[src/logic/sdc_pkg.sv]
// Constants, register map and encodings of the converter sync and output port.
// Assumes one 10 MHz fabric clock; the master clock is an internal tick derived from it.

package sdc_pkg;

    // ************************************************************
    // Register map
    // ************************************************************
    localparam int ADDR_W = 8;
    localparam int DATA_W = 32;
    localparam logic [ADDR_W-1:0] REG_CTRL = 8'h00;
    localparam logic [ADDR_W-1:0] REG_STATUS = 8'h04;
    localparam logic [ADDR_W-1:0] REG_RESULT = 8'h08;

    // Control fields
    localparam int CTRL_MODE_LSB = 0;
    localparam int MODE_W = 2;
    localparam int CTRL_PAR_BIT = 2;
    localparam logic [DATA_W-1:0] CTRL_RESET = 32'h0000_0001;

    // Status fields
    localparam int STAT_RUN_BIT = 0;
    localparam int STAT_SETTLE_BIT = 1;
    localparam int STAT_LOCK_BIT = 2;
    localparam int STAT_PAR_BIT = 3;
    localparam int STAT_MODE_LSB = 4;
    localparam int STAT_SEQ_LSB = 8;

    // ************************************************************
    // Serial mode encodings
    // ************************************************************
    localparam logic [MODE_W-1:0] MODE_1 = 2'h1;
    localparam logic [MODE_W-1:0] MODE_2 = 2'h2;
    localparam logic [MODE_W-1:0] MODE_3 = 2'h3;

    // ************************************************************
    // Word and timing figures
    // ************************************************************
    localparam int WORD_W = 16;
    localparam int FRAME_LONG = 32;
    localparam int CLK_PER_MCLK = 2;
    localparam int DECIM_LONG = 32;
    localparam int DECIM_SHORT = 16;
    localparam int DATA_READY_N_HIGH_MCLK = 2;
    localparam int CNT_W = 6;
    localparam int SEQ_W = CNT_W - 1;
    localparam logic [CNT_W-1:0] CNT_LAST_LONG = CNT_W'(DECIM_LONG * CLK_PER_MCLK - 1);
    localparam logic [CNT_W-1:0] CNT_LAST_SHORT = CNT_W'(DECIM_SHORT * CLK_PER_MCLK - 1);
    localparam logic [CNT_W-1:0] DATA_READY_N_CLK = CNT_W'(DATA_READY_N_HIGH_MCLK * CLK_PER_MCLK);

    typedef enum logic [1:0] {
        SDC_FLT_RESET,
        SDC_FLT_SETTLE,
        SDC_FLT_RUN
    } sdc_flt_e;

endpackage

[src/logic/sdc_port.sv]
// Converter filter sequencer, sync handling, parallel port and serial master port.
// Assumes the filter result arrives on result_in in the clk_in domain; all pins are
// asynchronous and pass two flip-flops; registers are reached over APB.
`timescale 1ns/10ps

module sdc_port #(
    parameter int SETTLE_WORDS = 8
) (
    input wire logic clk_in,
    input wire logic rst_n_in,
    // APB slave
    input wire logic psel_in,
    input wire logic penable_in,
    input wire logic pwrite_in,
    input wire logic [sdc_pkg::ADDR_W-1:0] paddr_in,
    input wire logic [sdc_pkg::DATA_W-1:0] pwdata_in,
    output logic [sdc_pkg::DATA_W-1:0] prdata_out,
    output logic pready_out,
    output logic pslverr_out,
    // Filter side
    input wire logic [sdc_pkg::WORD_W-1:0] result_in,
    output logic filter_reset_out,
    output logic [sdc_pkg::SEQ_W-1:0] seq_count_out,
    // Sync and format pins
    input wire logic filter_sync_in,
    input wire logic frame_sync_in,
    input wire logic clock_edge_select_in,
    input wire logic frame_format_select_in,
    input wire logic slot_select_in,
    input wire logic output_enable_in,
    // Parallel port
    input wire logic chip_select_n_in,
    input wire logic read_n_in,
    output logic data_ready_n_out,
    output logic [sdc_pkg::WORD_W-1:0] parallel_data_out,
    output logic parallel_data_oe_n_out,
    // Serial port
    output logic serial_clock_out,
    output logic serial_data_out,
    output logic serial_data_oe_n_out,
    output logic frame_sync_out
);

    // ************************************************************
    // Pin synchronisers
    // ************************************************************
    localparam int NPIN = 8;
    logic [NPIN-1:0] pin_meta;
    logic [NPIN-1:0] pin_sync;

    always_ff @(posedge clk_in or negedge rst_n_in) begin
        if (!rst_n_in) begin
            pin_meta <= '0;
            pin_sync <= '0;
        end else begin
            pin_meta <= {filter_sync_in, frame_sync_in, clock_edge_select_in,
                         frame_format_select_in, slot_select_in, output_enable_in,
                         chip_select_n_in, read_n_in};
            pin_sync <= pin_meta;
        end
    end

    logic sync_s;
    logic fsi_s;
    logic ces_s;
    logic frame_format_select_s;
    logic slot_s;
    logic oe_s;
    logic cs_n_s;
    logic rd_n_s;

    assign {sync_s, fsi_s, ces_s, frame_format_select_s, slot_s, oe_s, cs_n_s, rd_n_s} = pin_sync;

    // Edge history of the two sync pins
    logic sync_d;
    logic fsi_d;

    always_ff @(posedge clk_in or negedge rst_n_in) begin
        if (!rst_n_in) begin
            sync_d <= 1'b0;
            fsi_d <= 1'b0;
        end else begin
            sync_d <= sync_s;
            fsi_d <= fsi_s;
        end
    end

    logic sync_rise;
    logic fsi_rise;

    assign sync_rise = sync_s && !sync_d;
    assign fsi_rise = fsi_s && !fsi_d;

    // ************************************************************
    // Control register
    // ************************************************************
    logic [sdc_pkg::DATA_W-1:0] ctrl;
    logic apb_access;
    logic apb_setup;
    logic addr_ok;

    assign apb_access = psel_in && penable_in;
    assign apb_setup = psel_in && !penable_in;
    assign addr_ok = (paddr_in == sdc_pkg::REG_CTRL) || (paddr_in == sdc_pkg::REG_STATUS) ||
                     (paddr_in == sdc_pkg::REG_RESULT);

    always_ff @(posedge clk_in or negedge rst_n_in) begin
        if (!rst_n_in) begin
            ctrl <= sdc_pkg::CTRL_RESET;
        end else if (apb_access && pwrite_in && paddr_in == sdc_pkg::REG_CTRL) begin
            ctrl <= pwdata_in;
        end
    end

    // ************************************************************
    // Active configuration, taken only at sync points
    // ************************************************************
    sdc_pkg::sdc_flt_e state;
    logic [sdc_pkg::MODE_W-1:0] act_mode;
    logic act_par;
    logic fsi_locked;
    logic fsi_take;

    // Frame sync in counts only when not a mode 1 pulse format
    assign fsi_take = fsi_rise && !fsi_locked &&
                      (act_mode != sdc_pkg::MODE_1 || frame_format_select_s);

    always_ff @(posedge clk_in or negedge rst_n_in) begin
        if (!rst_n_in) begin
            act_mode <= sdc_pkg::CTRL_RESET[sdc_pkg::CTRL_MODE_LSB +: sdc_pkg::MODE_W];
            act_par <= sdc_pkg::CTRL_RESET[sdc_pkg::CTRL_PAR_BIT];
        end else if (state == sdc_pkg::SDC_FLT_RESET || fsi_take) begin
            act_mode <= ctrl[sdc_pkg::CTRL_MODE_LSB +: sdc_pkg::MODE_W];
            act_par <= ctrl[sdc_pkg::CTRL_PAR_BIT];
        end
    end

    // ************************************************************
    // Filter sequencer and settle tracking
    // ************************************************************
    logic [sdc_pkg::CNT_W-1:0] cnt;
    logic [sdc_pkg::CNT_W-1:0] cnt_last;
    logic mclk_ph;
    logic word_end;
    logic [7:0] settle_cnt;
    logic settle_last;

    always_comb begin
        unique case (act_mode)
            sdc_pkg::MODE_3: cnt_last = sdc_pkg::CNT_LAST_SHORT;
            default: cnt_last = sdc_pkg::CNT_LAST_LONG;
        endcase
    end

    assign word_end = (state != sdc_pkg::SDC_FLT_RESET) && (cnt == cnt_last);
    assign settle_last = (settle_cnt == 8'(SETTLE_WORDS - 1));

    // Free-running master clock phase, low on master rising edges
    always_ff @(posedge clk_in or negedge rst_n_in) begin
        if (!rst_n_in) begin
            mclk_ph <= 1'b0;
        end else begin
            mclk_ph <= !mclk_ph;
        end
    end

    always_ff @(posedge clk_in or negedge rst_n_in) begin
        if (!rst_n_in) begin
            state <= sdc_pkg::SDC_FLT_SETTLE;
        end else if (sync_rise) begin
            state <= sdc_pkg::SDC_FLT_RESET;
        end else if (fsi_take) begin
            state <= sdc_pkg::SDC_FLT_SETTLE;
        end else begin
            unique case (state)
                sdc_pkg::SDC_FLT_RESET: begin
                    if (!sync_s && !mclk_ph) begin
                        state <= sdc_pkg::SDC_FLT_SETTLE;
                    end
                end
                sdc_pkg::SDC_FLT_SETTLE: begin
                    if (word_end && settle_last) begin
                        state <= sdc_pkg::SDC_FLT_RUN;
                    end
                end
                sdc_pkg::SDC_FLT_RUN: begin
                    state <= sdc_pkg::SDC_FLT_RUN;
                end
            endcase
        end
    end

    always_ff @(posedge clk_in or negedge rst_n_in) begin
        if (!rst_n_in) begin
            cnt <= '0;
        end else if (sync_rise || fsi_take || state == sdc_pkg::SDC_FLT_RESET) begin
            cnt <= '0;
        end else if (word_end) begin
            cnt <= '0;
        end else begin
            cnt <= cnt + sdc_pkg::CNT_W'(1);
        end
    end

    always_ff @(posedge clk_in or negedge rst_n_in) begin
        if (!rst_n_in) begin
            settle_cnt <= '0;
        end else if (state != sdc_pkg::SDC_FLT_SETTLE || fsi_take) begin
            settle_cnt <= '0;
        end else if (word_end) begin
            settle_cnt <= settle_cnt + 8'h01;
        end
    end

    // Later frame sync pulses leave the sequencer alone
    always_ff @(posedge clk_in or negedge rst_n_in) begin
        if (!rst_n_in) begin
            fsi_locked <= 1'b0;
        end else if (fsi_take) begin
            fsi_locked <= 1'b1;
        end else if (sync_rise) begin
            fsi_locked <= 1'b0;
        end
    end

    always_ff @(posedge clk_in or negedge rst_n_in) begin
        if (!rst_n_in) begin
            filter_reset_out <= 1'b0;
            seq_count_out <= '0;
        end else begin
            filter_reset_out <= (state == sdc_pkg::SDC_FLT_RESET) || sync_rise;
            seq_count_out <= cnt[sdc_pkg::CNT_W-1:1];
        end
    end

    // ************************************************************
    // Output register and data ready
    // ************************************************************
    logic [sdc_pkg::WORD_W-1:0] out_word;
    logic [sdc_pkg::WORD_W-1:0] tx_word;
    logic load_ok;
    logic next_data_ready_n_n;

    assign load_ok = word_end && (state == sdc_pkg::SDC_FLT_RUN || settle_last);

    always_ff @(posedge clk_in or negedge rst_n_in) begin
        if (!rst_n_in) begin
            out_word <= '0;
        end else if (load_ok) begin
            out_word <= result_in;
        end
    end

    // High while unsettled, and for the last two master periods of a word
    assign next_data_ready_n_n = (state != sdc_pkg::SDC_FLT_RUN) ||
                         (cnt >= cnt_last - sdc_pkg::DATA_READY_N_CLK);

    always_ff @(posedge clk_in or negedge rst_n_in) begin
        if (!rst_n_in) begin
            data_ready_n_out <= 1'b1;
        end else if (sync_rise || fsi_take) begin
            data_ready_n_out <= 1'b1;
        end else if (load_ok) begin
            data_ready_n_out <= 1'b0;
        end else begin
            data_ready_n_out <= next_data_ready_n_n;
        end
    end

    // ************************************************************
    // Parallel port
    // ************************************************************
    always_ff @(posedge clk_in or negedge rst_n_in) begin
        if (!rst_n_in) begin
            parallel_data_out <= '0;
            parallel_data_oe_n_out <= 1'b1;
        end else begin
            parallel_data_out <= out_word;
            parallel_data_oe_n_out <= !(act_par && !cs_n_s && !rd_n_s);
        end
    end

    // ************************************************************
    // Serial master port
    // ************************************************************
    logic half_rate;
    logic [4:0] bit_idx;
    logic first_half;
    logic next_sco;
    logic next_sdo;
    logic next_fso;

    // Mode 2 runs the serial clock at half the master rate
    assign half_rate = (act_mode == sdc_pkg::MODE_2);
    assign bit_idx = half_rate ? {1'b0, cnt[5:2]} : cnt[5:1];
    assign first_half = half_rate ? !cnt[1] : !cnt[0];

    // Output word reloads at each frame start and on the first frame sync in
    always_ff @(posedge clk_in or negedge rst_n_in) begin
        if (!rst_n_in) begin
            tx_word <= '0;
        end else if (fsi_take) begin
            tx_word <= out_word;
        end else if (word_end) begin
            tx_word <= result_in;
        end
    end

    // Data changes where the serial clock edge select says
    assign next_sco = first_half ^ ces_s;

    always_comb begin
        if (bit_idx < 5'(sdc_pkg::WORD_W)) begin
            next_sdo = tx_word[4'(sdc_pkg::WORD_W - 1) - bit_idx[3:0]];
        end else begin
            next_sdo = 1'b0;
        end
    end

    always_comb begin
        if (state == sdc_pkg::SDC_FLT_RESET || fsi_s) begin
            next_fso = 1'b0;
        end else if (act_mode == sdc_pkg::MODE_1 && frame_format_select_s) begin
            next_fso = (bit_idx >= 5'(sdc_pkg::FRAME_LONG / 2));
        end else begin
            next_fso = (bit_idx == 5'h00);
        end
    end

    always_ff @(posedge clk_in or negedge rst_n_in) begin
        if (!rst_n_in) begin
            serial_clock_out <= 1'b0;
            serial_data_out <= 1'b0;
            frame_sync_out <= 1'b0;
            serial_data_oe_n_out <= 1'b1;
        end else begin
            serial_clock_out <= next_sco;
            serial_data_out <= next_sdo;
            frame_sync_out <= next_fso;
            serial_data_oe_n_out <= !(!act_par && (oe_s == slot_s));
        end
    end

    // ************************************************************
    // APB read path
    // ************************************************************
    logic [sdc_pkg::DATA_W-1:0] status_word;

    always_comb begin
        status_word = '0;
        status_word[sdc_pkg::STAT_RUN_BIT] = (state == sdc_pkg::SDC_FLT_RUN);
        status_word[sdc_pkg::STAT_SETTLE_BIT] = (state == sdc_pkg::SDC_FLT_SETTLE);
        status_word[sdc_pkg::STAT_LOCK_BIT] = fsi_locked;
        status_word[sdc_pkg::STAT_PAR_BIT] = act_par;
        status_word[sdc_pkg::STAT_MODE_LSB +: sdc_pkg::MODE_W] = act_mode;
        status_word[sdc_pkg::STAT_SEQ_LSB +: sdc_pkg::SEQ_W] = cnt[sdc_pkg::CNT_W-1:1];
    end

    always_ff @(posedge clk_in or negedge rst_n_in) begin
        if (!rst_n_in) begin
            prdata_out <= '0;
        end else if (apb_setup) begin
            unique case (paddr_in)
                sdc_pkg::REG_CTRL: prdata_out <= ctrl;
                sdc_pkg::REG_STATUS: prdata_out <= status_word;
                sdc_pkg::REG_RESULT: prdata_out <= {16'h0000, out_word};
                default: prdata_out <= '0;
            endcase
        end
    end

    assign pready_out = 1'b1;
    assign pslverr_out = apb_access && !addr_ok;

endmodule

[config.mk]
export PLATFORM = sky130hd
export DESIGN_NAME = sdc_port
export DESIGN_NICKNAME = d
export VERILOG_FILES = /design/src/logic/sdc_pkg.sv /design/src/logic/sdc_port.sv
export SDC_FILE = /design/constraint.sdc
export NUM_CORES = 1
export LEC_CHECK = 0
export BUFFER_PORTS_ARGS = -buffer_cell sky130_fd_sc_hd__buf_2
export CORE_MARGIN = 2
export CORE_UTILIZATION = 50
export CTS_CLUSTER_SIZE = 14
export DETAILED_ROUTE_END_ITERATION = 8
export GPL_TIMING_DRIVEN = 0
export PLACE_DENSITY = 0.73
export SYNTH_ARGS = -nofsm -noshare
export SYNTH_HDL_FRONTEND = slang
export SYNTH_SLANG_ARGS = --single-unit
[constraint.sdc]
create_clock -name clk_in -period 6.85 [get_ports clk_in]
set_input_delay 0.3425 -clock clk_in [delete_from_list [all_inputs] [get_ports clk_in]]
set_output_delay 0.3425 -clock clk_in [all_outputs]
set_load 0.01 [all_outputs]
==> metrics.md, run 1 <==
| Metric | Value |
|---|---|
| Total Nets Final | `749` |
| Root cell of the clock tree | `sky130_fd_sc_hd__clkbuf_16` |
| Buf+Inv Stages, Crit Path | `2` |
| Minimum clock period | `2.55 ns` |
| Yosys warning count | `0` |
| Synth-to-layout area growth | `22.0%` |
| Core Util, Final | `0.619` |
| Starting density of the core | `0.507` |
| Overall fraction of global-route tracks in use | `0.235` |
| Top fanout value on the critical path | `10` |
| TritonCTS clock tree | `yes` |
| Final routed wire length divided by cell count | `18.0 um` |
| First-pass iteration count of the detailed router | `4` |
| CTS clock-pin slew for the worst setup and hold paths | `0.06 ns` |
| Filler Cells Inserted | `1039` |
| Endpoint required time on the critical path | `7.17 ns` |
| Post-synthesis cell area | `0.00664 mm^2` |
| Yosys top cell area share | `0.592` |
| Result of the run | `finished, final reports clean` |
| CP top delay family | `simple AND/OR/NAND/NOR gates` |
| Startpoint of the lowest-slack register-to-register path | `act_mode[1]` |
| Synthesized-area fraction occupied by xor and xnor cells | `0.0172` |
| Max capacitance violation total | `0` |
| Top achievable clock speed | `392 MHz` |
| TritonCTS sink count | `163` |
| Multiplexer share of the synthesized area | `0.138` |
| Critical Path Max Stage Delay | `0.49 ns` |
| Top cells by area in the synthesized netlist | `sky130_fd_sc_hd__dfrtp_1 59%, sky130_fd_sc_hd__mux2_2 8.3%, sky130_fd_sc_hd__mux2i_1 5.0%` |
| CTS Buffer Depth | `2` |
| Vias per inst | `5.38` |
| Latest clock arrival within the worst-skew pair | `0.43 ns` |
| Most frequently used cell type in the post-synthesis netlist | `sky130_fd_sc_hd__dfrtp_1` |
| Footprint of the flip-flops and latches | `0.00409 mm^2` |
| # DRC | `0` |
| Vias in the first global route | `4983` |
| GRT overflow | `0` |
| Fraction of the mapped netlist area in compound gates | `0.0994` |
| Aggregate negative setup slack | `0 ns` |
| Worst rel slew slack | `0.592` |
| Total I/O pin count | `131` |
| Post-Synth Simple-Gate Area | `0.0867` |
| Standard-cell rows | `42` |
| Number of H-tree levels | `4` |
| Logic depth of the worst setup path including buffers | `8` |
| Area of the placeable core | `0.0131 mm^2` |
| Routed Antenna Nets | `0` |
| Critical path destination | `out_word[9]` |
| Syn Inst Count | `525` |
| Most common library cells after synthesis | `157 x sky130_fd_sc_hd__dfrtp_1, 50 x sky130_fd_sc_hd__nand2_1, 49 x sky130_fd_sc_hd__mux2_2` |
| Worst reg2reg setup slack | `4.30 ns` |
| Height of the die | `119 um` |
| Post-synth cell types | `60` |
| Number of antenna violations at the first check in global routing | `0` |
| Overall die area | `0.0142 mm^2` |
| Layout Skew | `0.0116 ns` |
| Worst Hold Class | `in -> reg` |
| Slew of the pin with the lowest slew margin | `0.612 ns` |
| Combined area of the multi-input logic cells | `0.00235 mm^2` |
| Hold slack | `0.0163 ns` |
| Launch point of the critical path | `act_mode[1]` |
| Arrival time at the worst endpoint | `2.87 ns` |
| Global-route wire length before repair | `25.3 mm` |
| Most area-hungry cell type in the Yosys netlist | `sky130_fd_sc_hd__dfrtp_1` |
| Total Routed Length | `15.6 mm` |
| RePlAce Congestion | `0.962` |
| Number of hold violations in the final report | `0` |
| Worst reg2reg path endpoint | `out_word[9]` |
| Total count of max-transition violations in the final report | `0` |
| Worst Hold Path Cells | `1` |
| Yosys reg bits | `163` |
| Avg Inst Size Synth | `12.6 um^2` |
| Critical Path Slowest Stage Cell | `sky130_fd_sc_hd__dfrtp_1` |
| Largest family of logic cells by synthesized area | `multiplexers` |
| Worst Setup End Kind | `register` |
| Critical path type | `reg -> reg` |
| Number of failing setup endpoints in the final timing report | `0` |
| Share of async-settable or async-resettable flops after synthesis | `1.00` |
| Total power of the final layout | `2.18 mW` |
| Seq/Total Area, Yosys | `0.616` |
| Total CTS buffers | `17` |
| Dominant synthesized flop cell | `sky130_fd_sc_hd__dfrtp_1` |
| Cell leakage power | `4.06 nW` |
| Detailed-placement wirelength estimate | `11.2 mm` |
| Worst vdd ir | `172 uV` |
| IO buf count | `128` |
| Share of layout cells above drive strength 1 | `0.346` |
| Maximum number of pins on one net before global-route repair | `101` |
| Setup repair after global routing missed its margin | `false` |
| Cell depth of the worst flop-to-flop path | `8` |
| Cells traversed along the worst timing path | `and2_1 > ha_1 > nand3_1 > nor2_1 > o21a_1 > buf_2 > buf_4 > mux2_2` |
| Width of the die | `119 um` |
| Final Cycle Share | `0.373` |
| Adder-cell share of the synthesized area | `0.0113` |
| Synthesized Nets | `600` |
| Worst Slack Setup Final | `4.30 ns` |
| CP Launch Type | `register` |
| Placement Setup Slack | `4.32 ns` |
| EDFF count, synth | `0` |
| Via total after detailed routing | `4652` |
| PD cells | `270 mW/mm^2` |
| Iteration-0 DRC Markers | `317` |
[layer usage]
metal	wire, um	track usage	vias up
li1	-	-	2139
met5	0	0	-
met2	7450	0.371	188
met1	6380	0.293	2293
met4	382	0.108	0
met3	1360	0.0776	32
[metrics by stage]
step | area, um^2 | std cells
2_1_floorplan | 6640 | 525
3_3_place_gp | 7500 | 829
3_5_place_dp | 7530 | 830
4_1_cts | 8090 | 863
5_1_grt | 8090 | 863
6_report | 8100 | 865
[layout by cell type (no fill, tap or decap), drive strengths merged, types with 3 or more instances in the layout]
master	instances
dfrtp	157
buf	147
mux2	51
nand2	50
o21ai	36
mux2i	34
clkbuf	34
nor2	30
a22o	27
inv	12
xor2	8
nand3	7
a21oi	7
ha	6
dfstp	6
xnor2	5
clkinvlp	5
nor3	5
clkinv	5
nand2b	4
nor2b	4
or3	3
[where the power goes]
| group | switching (mW) | internal (mW) | total, mW | leakage [nW] |
|---|---|---|---|---|
| Clock | 0.384 | 0.491 | 0.876 | 0.257 |
| Sequential | 0.0204 | 1.00 | 1.02 | 2.20 |
| Combinational | 0.173 | 0.110 | 0.283 | 1.60 |
| Total | 0.578 | 1.61 | 2.18 | 4.06 |
[layout make-up]
class / instances / share of cell area
tap: 176 / 0.0272
clock inverter: 11 / 0.00974
sequential: 163 / 0.505
antenna: 2 / 0.000618
buffer: 31 / 0.0201
multi-input combinational: 320 / 0.290
inverter: 11 / 0.00510
timing repair buffer: 130 / 0.0845
clock buffer: 21 / 0.0581
[flip-flops by register name (all words and copies together), names as in the netlist, 5 cells and up]
signal and cells:
out_word 16, pin_meta 8, seq_count_out 5, tx_word 16, cnt 6, pin_sync 8
parallel_data_out 16, ctrl 32, settle_cnt 8, prdata_out 32
[cells by family (layout without fill, tap and decap cells)]
family,after synthesis,in the layout
AO/OA/AOI/OAI,94,94
XOR/XNOR,13,13
buffers and inverters,42,204
other,1,3
adder cells (fa/ha/maj),6,6
AND/OR/NAND/NOR,121,121
flip-flops,163,163
multiplexers,85,85
[worst min-delay path by stage]
stage	endpoint	start	slack [ns]
after floorplan	act_mode[1]	rst_n_in	0.05
after global placement	pin_sync[2]	pin_meta[2]	0.33
after detailed placement	pin_sync[3]	pin_meta[3]	0.34
after CTS	pin_meta[1]	chip_select_n_in	0.006
after global routing	pin_meta[1]	chip_select_n_in	0.002
final	pin_meta[0]	read_n_in	0.02
[timing repair]
action,in CTS,in global routing
hold buffers,1,0
endpoints found under the hold margin,59,0
endpoints found under the setup margin,0,0
gates resized for setup,0,0
setup buffers,0,0
No activity file was read; power rests on OpenSTA's default activity.
==> run 2: changes to the inputs <==
--- a/config.mk
+++ b/config.mk
@@ -5,13 +5,14 @@
 export SDC_FILE = /design/constraint.sdc
 export NUM_CORES = 1
 export LEC_CHECK = 0
+export ABC_AREA = 1
 export BUFFER_PORTS_ARGS = -buffer_cell sky130_fd_sc_hd__buf_2
 export CORE_MARGIN = 2
 export CORE_UTILIZATION = 50
 export CTS_CLUSTER_SIZE = 14
 export DETAILED_ROUTE_END_ITERATION = 8
 export GPL_TIMING_DRIVEN = 0
-export PLACE_DENSITY = 0.73
+export PLACE_DENSITY = 0.76
 export SYNTH_ARGS = -nofsm -noshare
 export SYNTH_HDL_FRONTEND = slang
 export SYNTH_SLANG_ARGS = --single-unit
==> constraint.sdc (replaced) <==
create_clock -name clk_in -period 2.1 [get_ports clk_in]
set_input_delay 0.105 -clock clk_in [delete_from_list [all_inputs] [get_ports clk_in]]
set_output_delay 0.105 -clock clk_in [all_outputs]
set_load 0.01 [all_outputs]
==> metrics.md, run 2 <==
| Metric | Value |
|---|---|
| Starting density of the core | `0.511 (was 0.507)` |
| Antenna cell count | `0 (was 2)` |
| Total Routed Length | `17.4 mm (was 15.6 mm)` |
| Root cell of the clock tree | `sky130_fd_sc_hd__clkbuf_16 (unchanged)` |
| Max capacitance violation total | `0 (unchanged)` |
| GRT overflow | `0 (unchanged)` |
| RePlAce Congestion | `0.873 (was 0.962)` |
| Total count of max-transition violations in the final report | `0 (unchanged)` |
| Vias in the first global route | `5801 (was 4983)` |
| Commonest non-fill, non-tap cell in the layout | `sky130_fd_sc_hd__nand2_1 (was sky130_fd_sc_hd__dfrtp_1)` |
| TritonCTS clock tree | `yes (unchanged)` |
| Layout Skew | `0.00752 ns (was 0.0116 ns)` |
| Number of failing setup endpoints in the final timing report | `0 (unchanged)` |
| CTS clock-pin slew for the worst setup and hold paths | `0.06 ns (about the same)` |
| Startpoint of the lowest-slack register-to-register path | `cnt[5] (was act_mode[1])` |
| Placed inst area | `0.00764 mm^2 (was 0.00753 mm^2)` |
| Worst Hold Class | `in -> reg (unchanged)` |
| Standard-cell rows | `42 (unchanged)` |
| IO buf count | `129 (was 128)` |
| Aggregate negative setup slack | `0 ns (unchanged)` |
| Switching fraction of total power | `0.269 (was 0.265)` |
| Yosys reg bits | `163 (unchanged)` |
| Number of H-tree levels | `4 (unchanged)` |
| Most area-hungry cell type in the Yosys netlist | `sky130_fd_sc_hd__dfrtp_1 (unchanged)` |
| Worst rel slew slack | `0.381 (was 0.592)` |
| Latest clock arrival within the worst-skew pair | `0.43 ns (about the same)` |
| Top cells by area in the synthesized netlist | `sky130_fd_sc_hd__dfrtp_1 58%, sky130_fd_sc_hd__nand2_1 13%, sky130_fd_sc_hd__inv_1 4.6% (was sky130_fd_sc_hd__dfrtp_1 59%, sky130_fd_sc_hd__mux2_2 8.3%, sky130_fd_sc_hd__mux2i_1 5.0%)` |
| Number of antenna violations at the first check in global routing | `0 (unchanged)` |
| Share of layout cells above drive strength 1 | `0.205 (was 0.346)` |
| Detailed-placement wirelength estimate | `11.4 mm (was 11.2 mm)` |
| Most frequently used cell type in the post-synthesis netlist | `sky130_fd_sc_hd__nand2_1 (was sky130_fd_sc_hd__dfrtp_1)` |
| Share of async-settable or async-resettable flops after synthesis | `1.00 (unchanged)` |
| Clock share of power | `0.410 (was 0.401)` |
| Yosys warning count | `0 (unchanged)` |
| # DRC | `0 (unchanged)` |
| Final Cycle Share | `0.974 (was 0.373)` |
| Synthesized Nets | `823 (was 600)` |
| First-pass iteration count of the detailed router | `5 (was 4)` |
| Total power of the final layout | `7.88 mW (was 2.18 mW)` |
| Launch point of the critical path | `cnt[5] (was act_mode[1])` |
| Leading cell types in the layout, fill and taps excluded | `225 x sky130_fd_sc_hd__nand2_1, 156 x sky130_fd_sc_hd__dfrtp_1, 132 x sky130_fd_sc_hd__buf_2 (was 157 x sky130_fd_sc_hd__dfrtp_1, 137 x sky130_fd_sc_hd__buf_2, 50 x sky130_fd_sc_hd__nand2_1)` |
| Overall fraction of global-route tracks in use | `0.256 (was 0.235)` |
| Total Nets Final | `1037 (was 749)` |
| Top achievable clock speed | `489 MHz (was 392 MHz)` |
| Endpoint required time on the critical path | `2.44 ns (was 7.17 ns)` |
| Critical path destination | `tx_word[3] (was out_word[9])` |
| Vias per inst | `5.14 (was 5.38)` |
| Hold slack | `0.100 ns (was 0.0163 ns)` |
| Uppermost metal layer occupied by signal nets | `met4 (unchanged)` |
| Biggest regs | `ctrl: 32 flops, prdata_out: 32 flops (unchanged)` |
| Switching power summed over all nets | `2.12 mW (was 578 uW)` |
| Post-Route M1 WL | `7.43 mm (was 6.38 mm)` |
| Worst Setup End Kind | `register (unchanged)` |
| CTS Buffer Depth | `2 (unchanged)` |
| Top fanout value on the critical path | `10 (unchanged)` |
| Total I/O pin count | `131 (unchanged)` |
| Routed Antenna Nets | `0 (unchanged)` |
| Global-route wire length before repair | `28.3 mm (was 25.3 mm)` |
| Worst reg2reg path endpoint | `tx_word[3] (was out_word[9])` |
| EDFF count, synth | `0 (unchanged)` |
| Cell leakage power | `4.57 nW (was 4.06 nW)` |
| Arrival time at the worst endpoint | `2.38 ns (was 2.87 ns)` |
| Yosys top cell area share | `0.583 (was 0.592)` |
| Post-synth cell types | `34 (was 60)` |
| Via total after detailed routing | `5919 (was 4652)` |
| Maximum number of pins on one net before global-route repair | `86 (was 101)` |
| Routed wl met2 | `8.18 mm (was 7.45 mm)` |
| Width of the die | `120 um (was 119 um)` |
| WL met3 | `1.29 mm (was 1.36 mm)` |
| Layout Cell Area excl Fill | `0.00894 mm^2 (was 0.00810 mm^2)` |
| Minimum clock period | `2.05 ns (was 2.55 ns)` |
| Iteration-0 DRC Markers | `620 (was 317)` |
| PD cells | `881 mW/mm^2 (was 270 mW/mm^2)` |
| Slew of the pin with the lowest slew margin | `0.921 ns (was 0.612 ns)` |
| Avg Inst Size Synth | `9.01 um^2 (was 12.6 um^2)` |
| Worst reg2reg setup slack | `0.05 ns (was 4.30 ns)` |
| Number of hold violations in the final report | `0 (unchanged)` |
| Critical path type | `reg -> reg (unchanged)` |
| Total CTS buffers | `17 (unchanged)` |
| Synth-to-layout area growth | `32.7% (was 22.0%)` |
| Cell Int Power | `5.76 mW (was 1.61 mW)` |
| Share of total power in sequential cells | `0.444 (was 0.469)` |
| CP Launch Type | `register (unchanged)` |
| Proportion of power drawn by combinational gates | `0.146 (was 0.130)` |
| TritonCTS sink count | `163 (unchanged)` |
| Result of the run | `finished, final reports clean (unchanged)` |
| Final routed wire length divided by cell count | `15.1 um (was 18.0 um)` |
| Cell depth of the worst flop-to-flop path | `8 (unchanged)` |
| Dominant synthesized flop cell | `sky130_fd_sc_hd__dfrtp_1 (unchanged)` |
| Height of the die | `120 um (was 119 um)` |
| Most common library cells after synthesis | `227 x sky130_fd_sc_hd__nand2_1, 157 x sky130_fd_sc_hd__dfrtp_1, 83 x sky130_fd_sc_hd__inv_1 (was 157 x sky130_fd_sc_hd__dfrtp_1, 50 x sky130_fd_sc_hd__nand2_1, 49 x sky130_fd_sc_hd__mux2_2)` |
| Area of the placeable core | `0.0132 mm^2 (was 0.0131 mm^2)` |
| Syn Inst Count | `748 (was 525)` |
| Post-synthesis cell area | `0.00674 mm^2 (was 0.00664 mm^2)` |
| Seq/Total Area, Yosys | `0.606 (was 0.616)` |
| Overall die area | `0.0144 mm^2 (was 0.0142 mm^2)` |
| Worst vdd ir | `589 uV (was 172 uV)` |
## run 2: cell types whose count changed after synthesis, sizes merged, moves of 8 or more
cell,before,now
o211ai,2,12
o21ai,36,83
inv,11,85
nand2,50,227
a22o,27,0
nor2,30,38
mux2,51,0
mux2i,34,0
a21oi,7,22
nand3,7,54
## run 2: logic make-up (layout without fill, tap and decap cells)
family	after synthesis	count (layout)	synth area share
xor+xnor	5	5	0.00650
fa+ha+maj	6	6	0.0111
other cells	1	1	0.000556
flops	163	163	0.606
compound gates	122	122	0.0988
simple gates	337	337	0.208
buf+inv	114	341	0.0683
## run 2: repair_timing
item,in CTS,in global routing
setup endpoints to repair,25,19
buffers inserted,2,5
gates resized for setup,1,21
cloned,0,2
hold endpoints to repair,143,0
pin swaps,1,4
hold buffers,57,0
## run 2: layer usage
layer | up-vias | global-route usage
li1 | 2822 | -
met1 | 2822 | 0.346
met2 | 232 | 0.407
met3 | 43 | 0.0594
met4 | 0 | 0.0934
met5 | - | 0
## run 2: cell type report
cell class                      count  area [um^2]
Buffer                             28          151
Clock buffer                       19          453
Multi-Input combinational cell    471         2210
Tap cell                          176          220
Clock inverter                     13          171
Fill cell                        1006         4250
Timing Repair Buffer              196         1330
Inverter                           85          319
Sequential cell                   163         4090
## run 2: worst min path at each step
| stage | cells past startpoint | endpoint | slack, ns | start |
|---|---|---|---|---|
| after floorplan | 0 | act_mode[1] | -0.19 | rst_n_in |
| after global placement | 1 | pin_meta[3] | 0.21 | slot_select_in |
| after global routing | 4 | prdata_out[16] | 0.11 | penable_in |
| final | 4 | prdata_out[16] | 0.10 | penable_in |
| after CTS | 4 | prdata_out[16] | 0.09 | penable_in |
| after detailed placement | 1 | settle_cnt[6] | 0.12 | rst_n_in |
## run 2: power groups by stage
| stage | clock network (mW) | logic, mW | registers, mW |
|---|---|---|---|
| 2_1_floorplan | 0 | 0.616 | 3.55 |
| 3_3_place_gp | 0 | 1.00 | 3.55 |
| 3_5_place_dp | 0 | 1.03 | 3.55 |
| 4_1_cts | 3.28 | 1.12 | 3.50 |
| 5_1_grt | 3.43 | 1.32 | 3.52 |
| 6_report | 3.23 | 1.15 | 3.50 |
## run 2: critical path, cell delays in order, from the launching register on
cell and delay [ns]:
sky130_fd_sc_hd__dfrtp_1 0.50, sky130_fd_sc_hd__ha_1 0.37, sky130_fd_sc_hd__nand2_2 0.08, sky130_fd_sc_hd__nor3_4 0.26, sky130_fd_sc_hd__buf_6 0.14, sky130_fd_sc_hd__buf_6 0.12, sky130_fd_sc_hd__buf_4 0.18, sky130_fd_sc_hd__a21oi_1 0.09
sky130_fd_sc_hd__o21ai_1 0.20
## run 2: per-stage QoR
stage,setup slack (ns),utilization,instances
6_report,0.0543,0.678,1151
5_1_grt,-0.0408,0.678,1151
4_1_cts,0.0496,0.672,1145
3_5_place_dp,-0.132,0.579,1054
3_3_place_gp,-1.48,0.577,1053
2_1_floorplan,0.261,-,748
==> run 3: changes to the inputs <==
--- a/config.mk
+++ b/config.mk
@@ -12,7 +12,7 @@
 export CTS_CLUSTER_SIZE = 14
 export DETAILED_ROUTE_END_ITERATION = 8
 export GPL_TIMING_DRIVEN = 0
-export PLACE_DENSITY = 0.76
+export PLACE_DENSITY = 0.73
 export SYNTH_ARGS = -nofsm -noshare
 export SYNTH_HDL_FRONTEND = slang
 export SYNTH_SLANG_ARGS = --single-unit
==> constraint.sdc (replaced) <==
create_clock -name clk_in -period 2.31 [get_ports clk_in]
set_input_delay 0.1155 -clock clk_in [delete_from_list [all_inputs] [get_ports clk_in]]
set_output_delay 0.1155 -clock clk_in [all_outputs]
set_load 0.01 [all_outputs]
==> metrics.md, run 3 (synthesis results as in run 2) <==
| Metric | Value |
|---|---|
| Vias per inst | `5.13 (was 5.14)` |
| Overall die area | `0.0144 mm^2 (unchanged)` |
| Number of hold violations in the final report | `0 (unchanged)` |
| Share of layout cells above drive strength 1 | `0.193 (was 0.205)` |
| Startpoint of the lowest-slack register-to-register path | `act_mode[1] (was cnt[5])` |
| Area of the placeable core | `0.0132 mm^2 (unchanged)` |
| Setup repair after global routing missed its margin | `false` |
| Final Cycle Share | `0.938 (was 0.974)` |
| Via total after detailed routing | `5859 (was 5919)` |
| Height of the die | `120 um (unchanged)` |
| Footprint of the flip-flops and latches | `0.00409 mm^2 (about the same)` |
| CP Launch Type | `register (unchanged)` |
| PD cells | `817 mW/mm^2 (was 881 mW/mm^2)` |
| GRT overflow | `0 (unchanged)` |
| Minimum clock period | `2.17 ns (was 2.05 ns)` |
| Max capacitance violation total | `0 (unchanged)` |
| Core Util, Final | `0.672 (was 0.678)` |
| Worst reg2reg setup slack | `0.14 ns (was 0.05 ns)` |
| Met1 layer usage reported by global route | `0.326 (was 0.346)` |
| Detailed-placement wirelength estimate | `11.8 mm (was 11.4 mm)` |
| Total Routed Length | `17.6 mm (was 17.4 mm)` |
| Biggest regs | `ctrl: 32 flops, prdata_out: 32 flops (unchanged)` |
| Synth-to-layout area growth | `31.5% (was 32.7%)` |
| Arrival time at the worst endpoint | `2.50 ns (was 2.38 ns)` |
| Total count of max-transition violations in the final report | `0 (unchanged)` |
| Standard-cell rows | `42 (unchanged)` |
| Worst rel slew slack | `0.303 (was 0.381)` |
| Top fanout value on the critical path | `10 (unchanged)` |
| TritonCTS clock tree | `yes (unchanged)` |
| Global-route wire length before repair | `28.4 mm (was 28.3 mm)` |
| Worst reg2reg path endpoint | `data_ready_n_out (was tx_word[3])` |
| Endpoint required time on the critical path | `2.64 ns (was 2.44 ns)` |
| # DRC | `0 (unchanged)` |
| Number of failing setup endpoints in the final timing report | `0 (unchanged)` |
| Worst Setup End Kind | `register (unchanged)` |
| CTS resizes | `0 (was 1)` |
| Total Nets Final | `1029 (was 1037)` |
| Maximum number of pins on one net before global-route repair | `100 (was 86)` |
| Total I/O pin count | `131 (unchanged)` |
| Startpoint of the lowest-slack hold path | `penable_in (unchanged)` |
| Top achievable clock speed | `462 MHz (was 489 MHz)` |
| Combined area of the multi-input logic cells | `0.00219 mm^2 (was 0.00221 mm^2)` |
| Layout Skew | `0.00736 ns (was 0.00752 ns)` |
| Filler Cells Inserted | `1062 (was 1006)` |
| Final routed wire length divided by cell count | `15.4 um (was 15.1 um)` |
| Worst Hold Path Cells | `4 (unchanged)` |
| Overall fraction of global-route tracks in use | `0.255 (was 0.256)` |
| Cell depth of the worst flop-to-flop path | `10 (was 8)` |
| CTS clock-pin slew for the worst setup and hold paths | `0.06 ns (about the same)` |
| CTS Buffer Depth | `2 (unchanged)` |
| Latest clock arrival within the worst-skew pair | `0.43 ns (about the same)` |
| Met2 capacity usage during global routing | `0.420 (was 0.407)` |
| Number of H-tree levels | `4 (unchanged)` |
| Layout Cell Area excl Fill | `0.00886 mm^2 (was 0.00894 mm^2)` |
| Cell leakage power | `4.52 nW (was 4.57 nW)` |
| RePlAce Congestion | `0.886 (was 0.873)` |
| Met3 track demand over resource in global routing | `0.0722 (was 0.0594)` |
| TritonCTS sink count | `163 (unchanged)` |
| Worst vdd ir | `540 uV (was 589 uV)` |
| Width of the die | `120 um (unchanged)` |
| Result of the run | `finished, final reports clean (unchanged)` |
| Vias in the first global route | `5796 (was 5801)` |
| First-pass iteration count of the detailed router | `6 (was 5)` |
| Hold slack | `0.129 ns (was 0.100 ns)` |
| Hold-critical path endpoint | `prdata_out[16] (unchanged)` |
| Iteration-0 DRC Markers | `446 (was 620)` |
| Total CTS buffers | `17 (unchanged)` |
| Number of antenna violations at the first check in global routing | `0 (unchanged)` |
| IO buf count | `129 (unchanged)` |
| Number of cells in the finished layout apart from fillers | `1143 (was 1151)` |
| Leading cell types in the layout, fill and taps excluded | `227 x sky130_fd_sc_hd__nand2_1, 157 x sky130_fd_sc_hd__dfrtp_1, 136 x sky130_fd_sc_hd__buf_2 (was 225 x sky130_fd_sc_hd__nand2_1, 156 x sky130_fd_sc_hd__dfrtp_1, 132 x sky130_fd_sc_hd__buf_2)` |
| Placed inst area | `0.00764 mm^2 (unchanged)` |
| Critical path type | `reg -> reg (unchanged)` |
| Root cell of the clock tree | `sky130_fd_sc_hd__clkbuf_16 (unchanged)` |
| Routed Antenna Nets | `0 (unchanged)` |
| Antenna cell count | `0 (unchanged)` |
| Starting density of the core | `0.511 (unchanged)` |
| Instance count after placement with tap cells included | `1054 (unchanged)` |
| Worst Hold Class | `in -> reg (unchanged)` |
| Slew of the pin with the lowest slew margin | `1.04 ns (was 0.921 ns)` |
| Global-route layer with the greatest usage | `met2 (unchanged)` |
| Commonest non-fill, non-tap cell in the layout | `sky130_fd_sc_hd__nand2_1 (unchanged)` |
==> run 3: through the flow <==
stage	setup TNS [ns]	power (mW)	setup slack, ns
final	0	7.24	0.143
after floorplan	0	3.78	0.471
after detailed placement	0	4.16	0.187
after global routing	0	7.55	0.0133
after global placement	-203.58	4.14	-1.30
after CTS	0	7.26	0.148
==> run 3: power breakdown <==
group / total (mW) / internal, mW / leakage (nW) / switching [mW]
Clock: 3.04 / 1.90 / 0.310 / 1.13
Combinational: 1.02 / 0.389 / 2.23 / 0.626
Sequential: 3.19 / 3.06 / 1.99 / 0.126
==> run 3: layout make-up <==
cell class | count | area share
Sequential cell | 163 | 0.461
Multi-Input combinational cell | 471 | 0.247
Timing Repair Buffer | 187 | 0.142
Clock buffer | 21 | 0.0531
Inverter | 85 | 0.0360
Tap cell | 176 | 0.0249
Clock inverter | 11 | 0.0198
Buffer | 29 | 0.0160
==> run 3: metal layers <==
layer | part of all wire | wire length [um]
met4 | 0.017 | 300
met1 | 0.42 | 7450
met5 | 0 | 0
met2 | 0.49 | 8600
met3 | 0.071 | 1250
==> run 3: worst max path at each step <==
stage / from / endpoint / depth (start not counted)
final: act_mode[1] / data_ready_n_out / 10
after global routing: act_mode[1] / out_word[14] / 10
after CTS: act_mode[1] / out_word[14] / 10
after detailed placement: act_mode[1] / out_word[11] / 10
after global placement: rst_n_in / ctrl[20] / 1
after floorplan: act_mode[1] / out_word[10] / 10
==> run 3: critical path, stage by stage, from the launching register on <==
cell,delay [ns]
sky130_fd_sc_hd__dfrtp_1,0.35
sky130_fd_sc_hd__buf_2,0.17
sky130_fd_sc_hd__nand2_1,0.08
sky130_fd_sc_hd__inv_1,0.04
sky130_fd_sc_hd__ha_1,0.26
sky130_fd_sc_hd__nand2_1,0.09
sky130_fd_sc_hd__nor3_4,0.38
sky130_fd_sc_hd__inv_2,0.11
sky130_fd_sc_hd__o21ai_4,0.22
sky130_fd_sc_hd__buf_4,0.25
sky130_fd_sc_hd__o21ai_1,0.11
==> run 3: what timing repair did <==
item,CTS,global route
hold buffers,57,0
hold endpoints to repair,150,0
buffers inserted,0,0
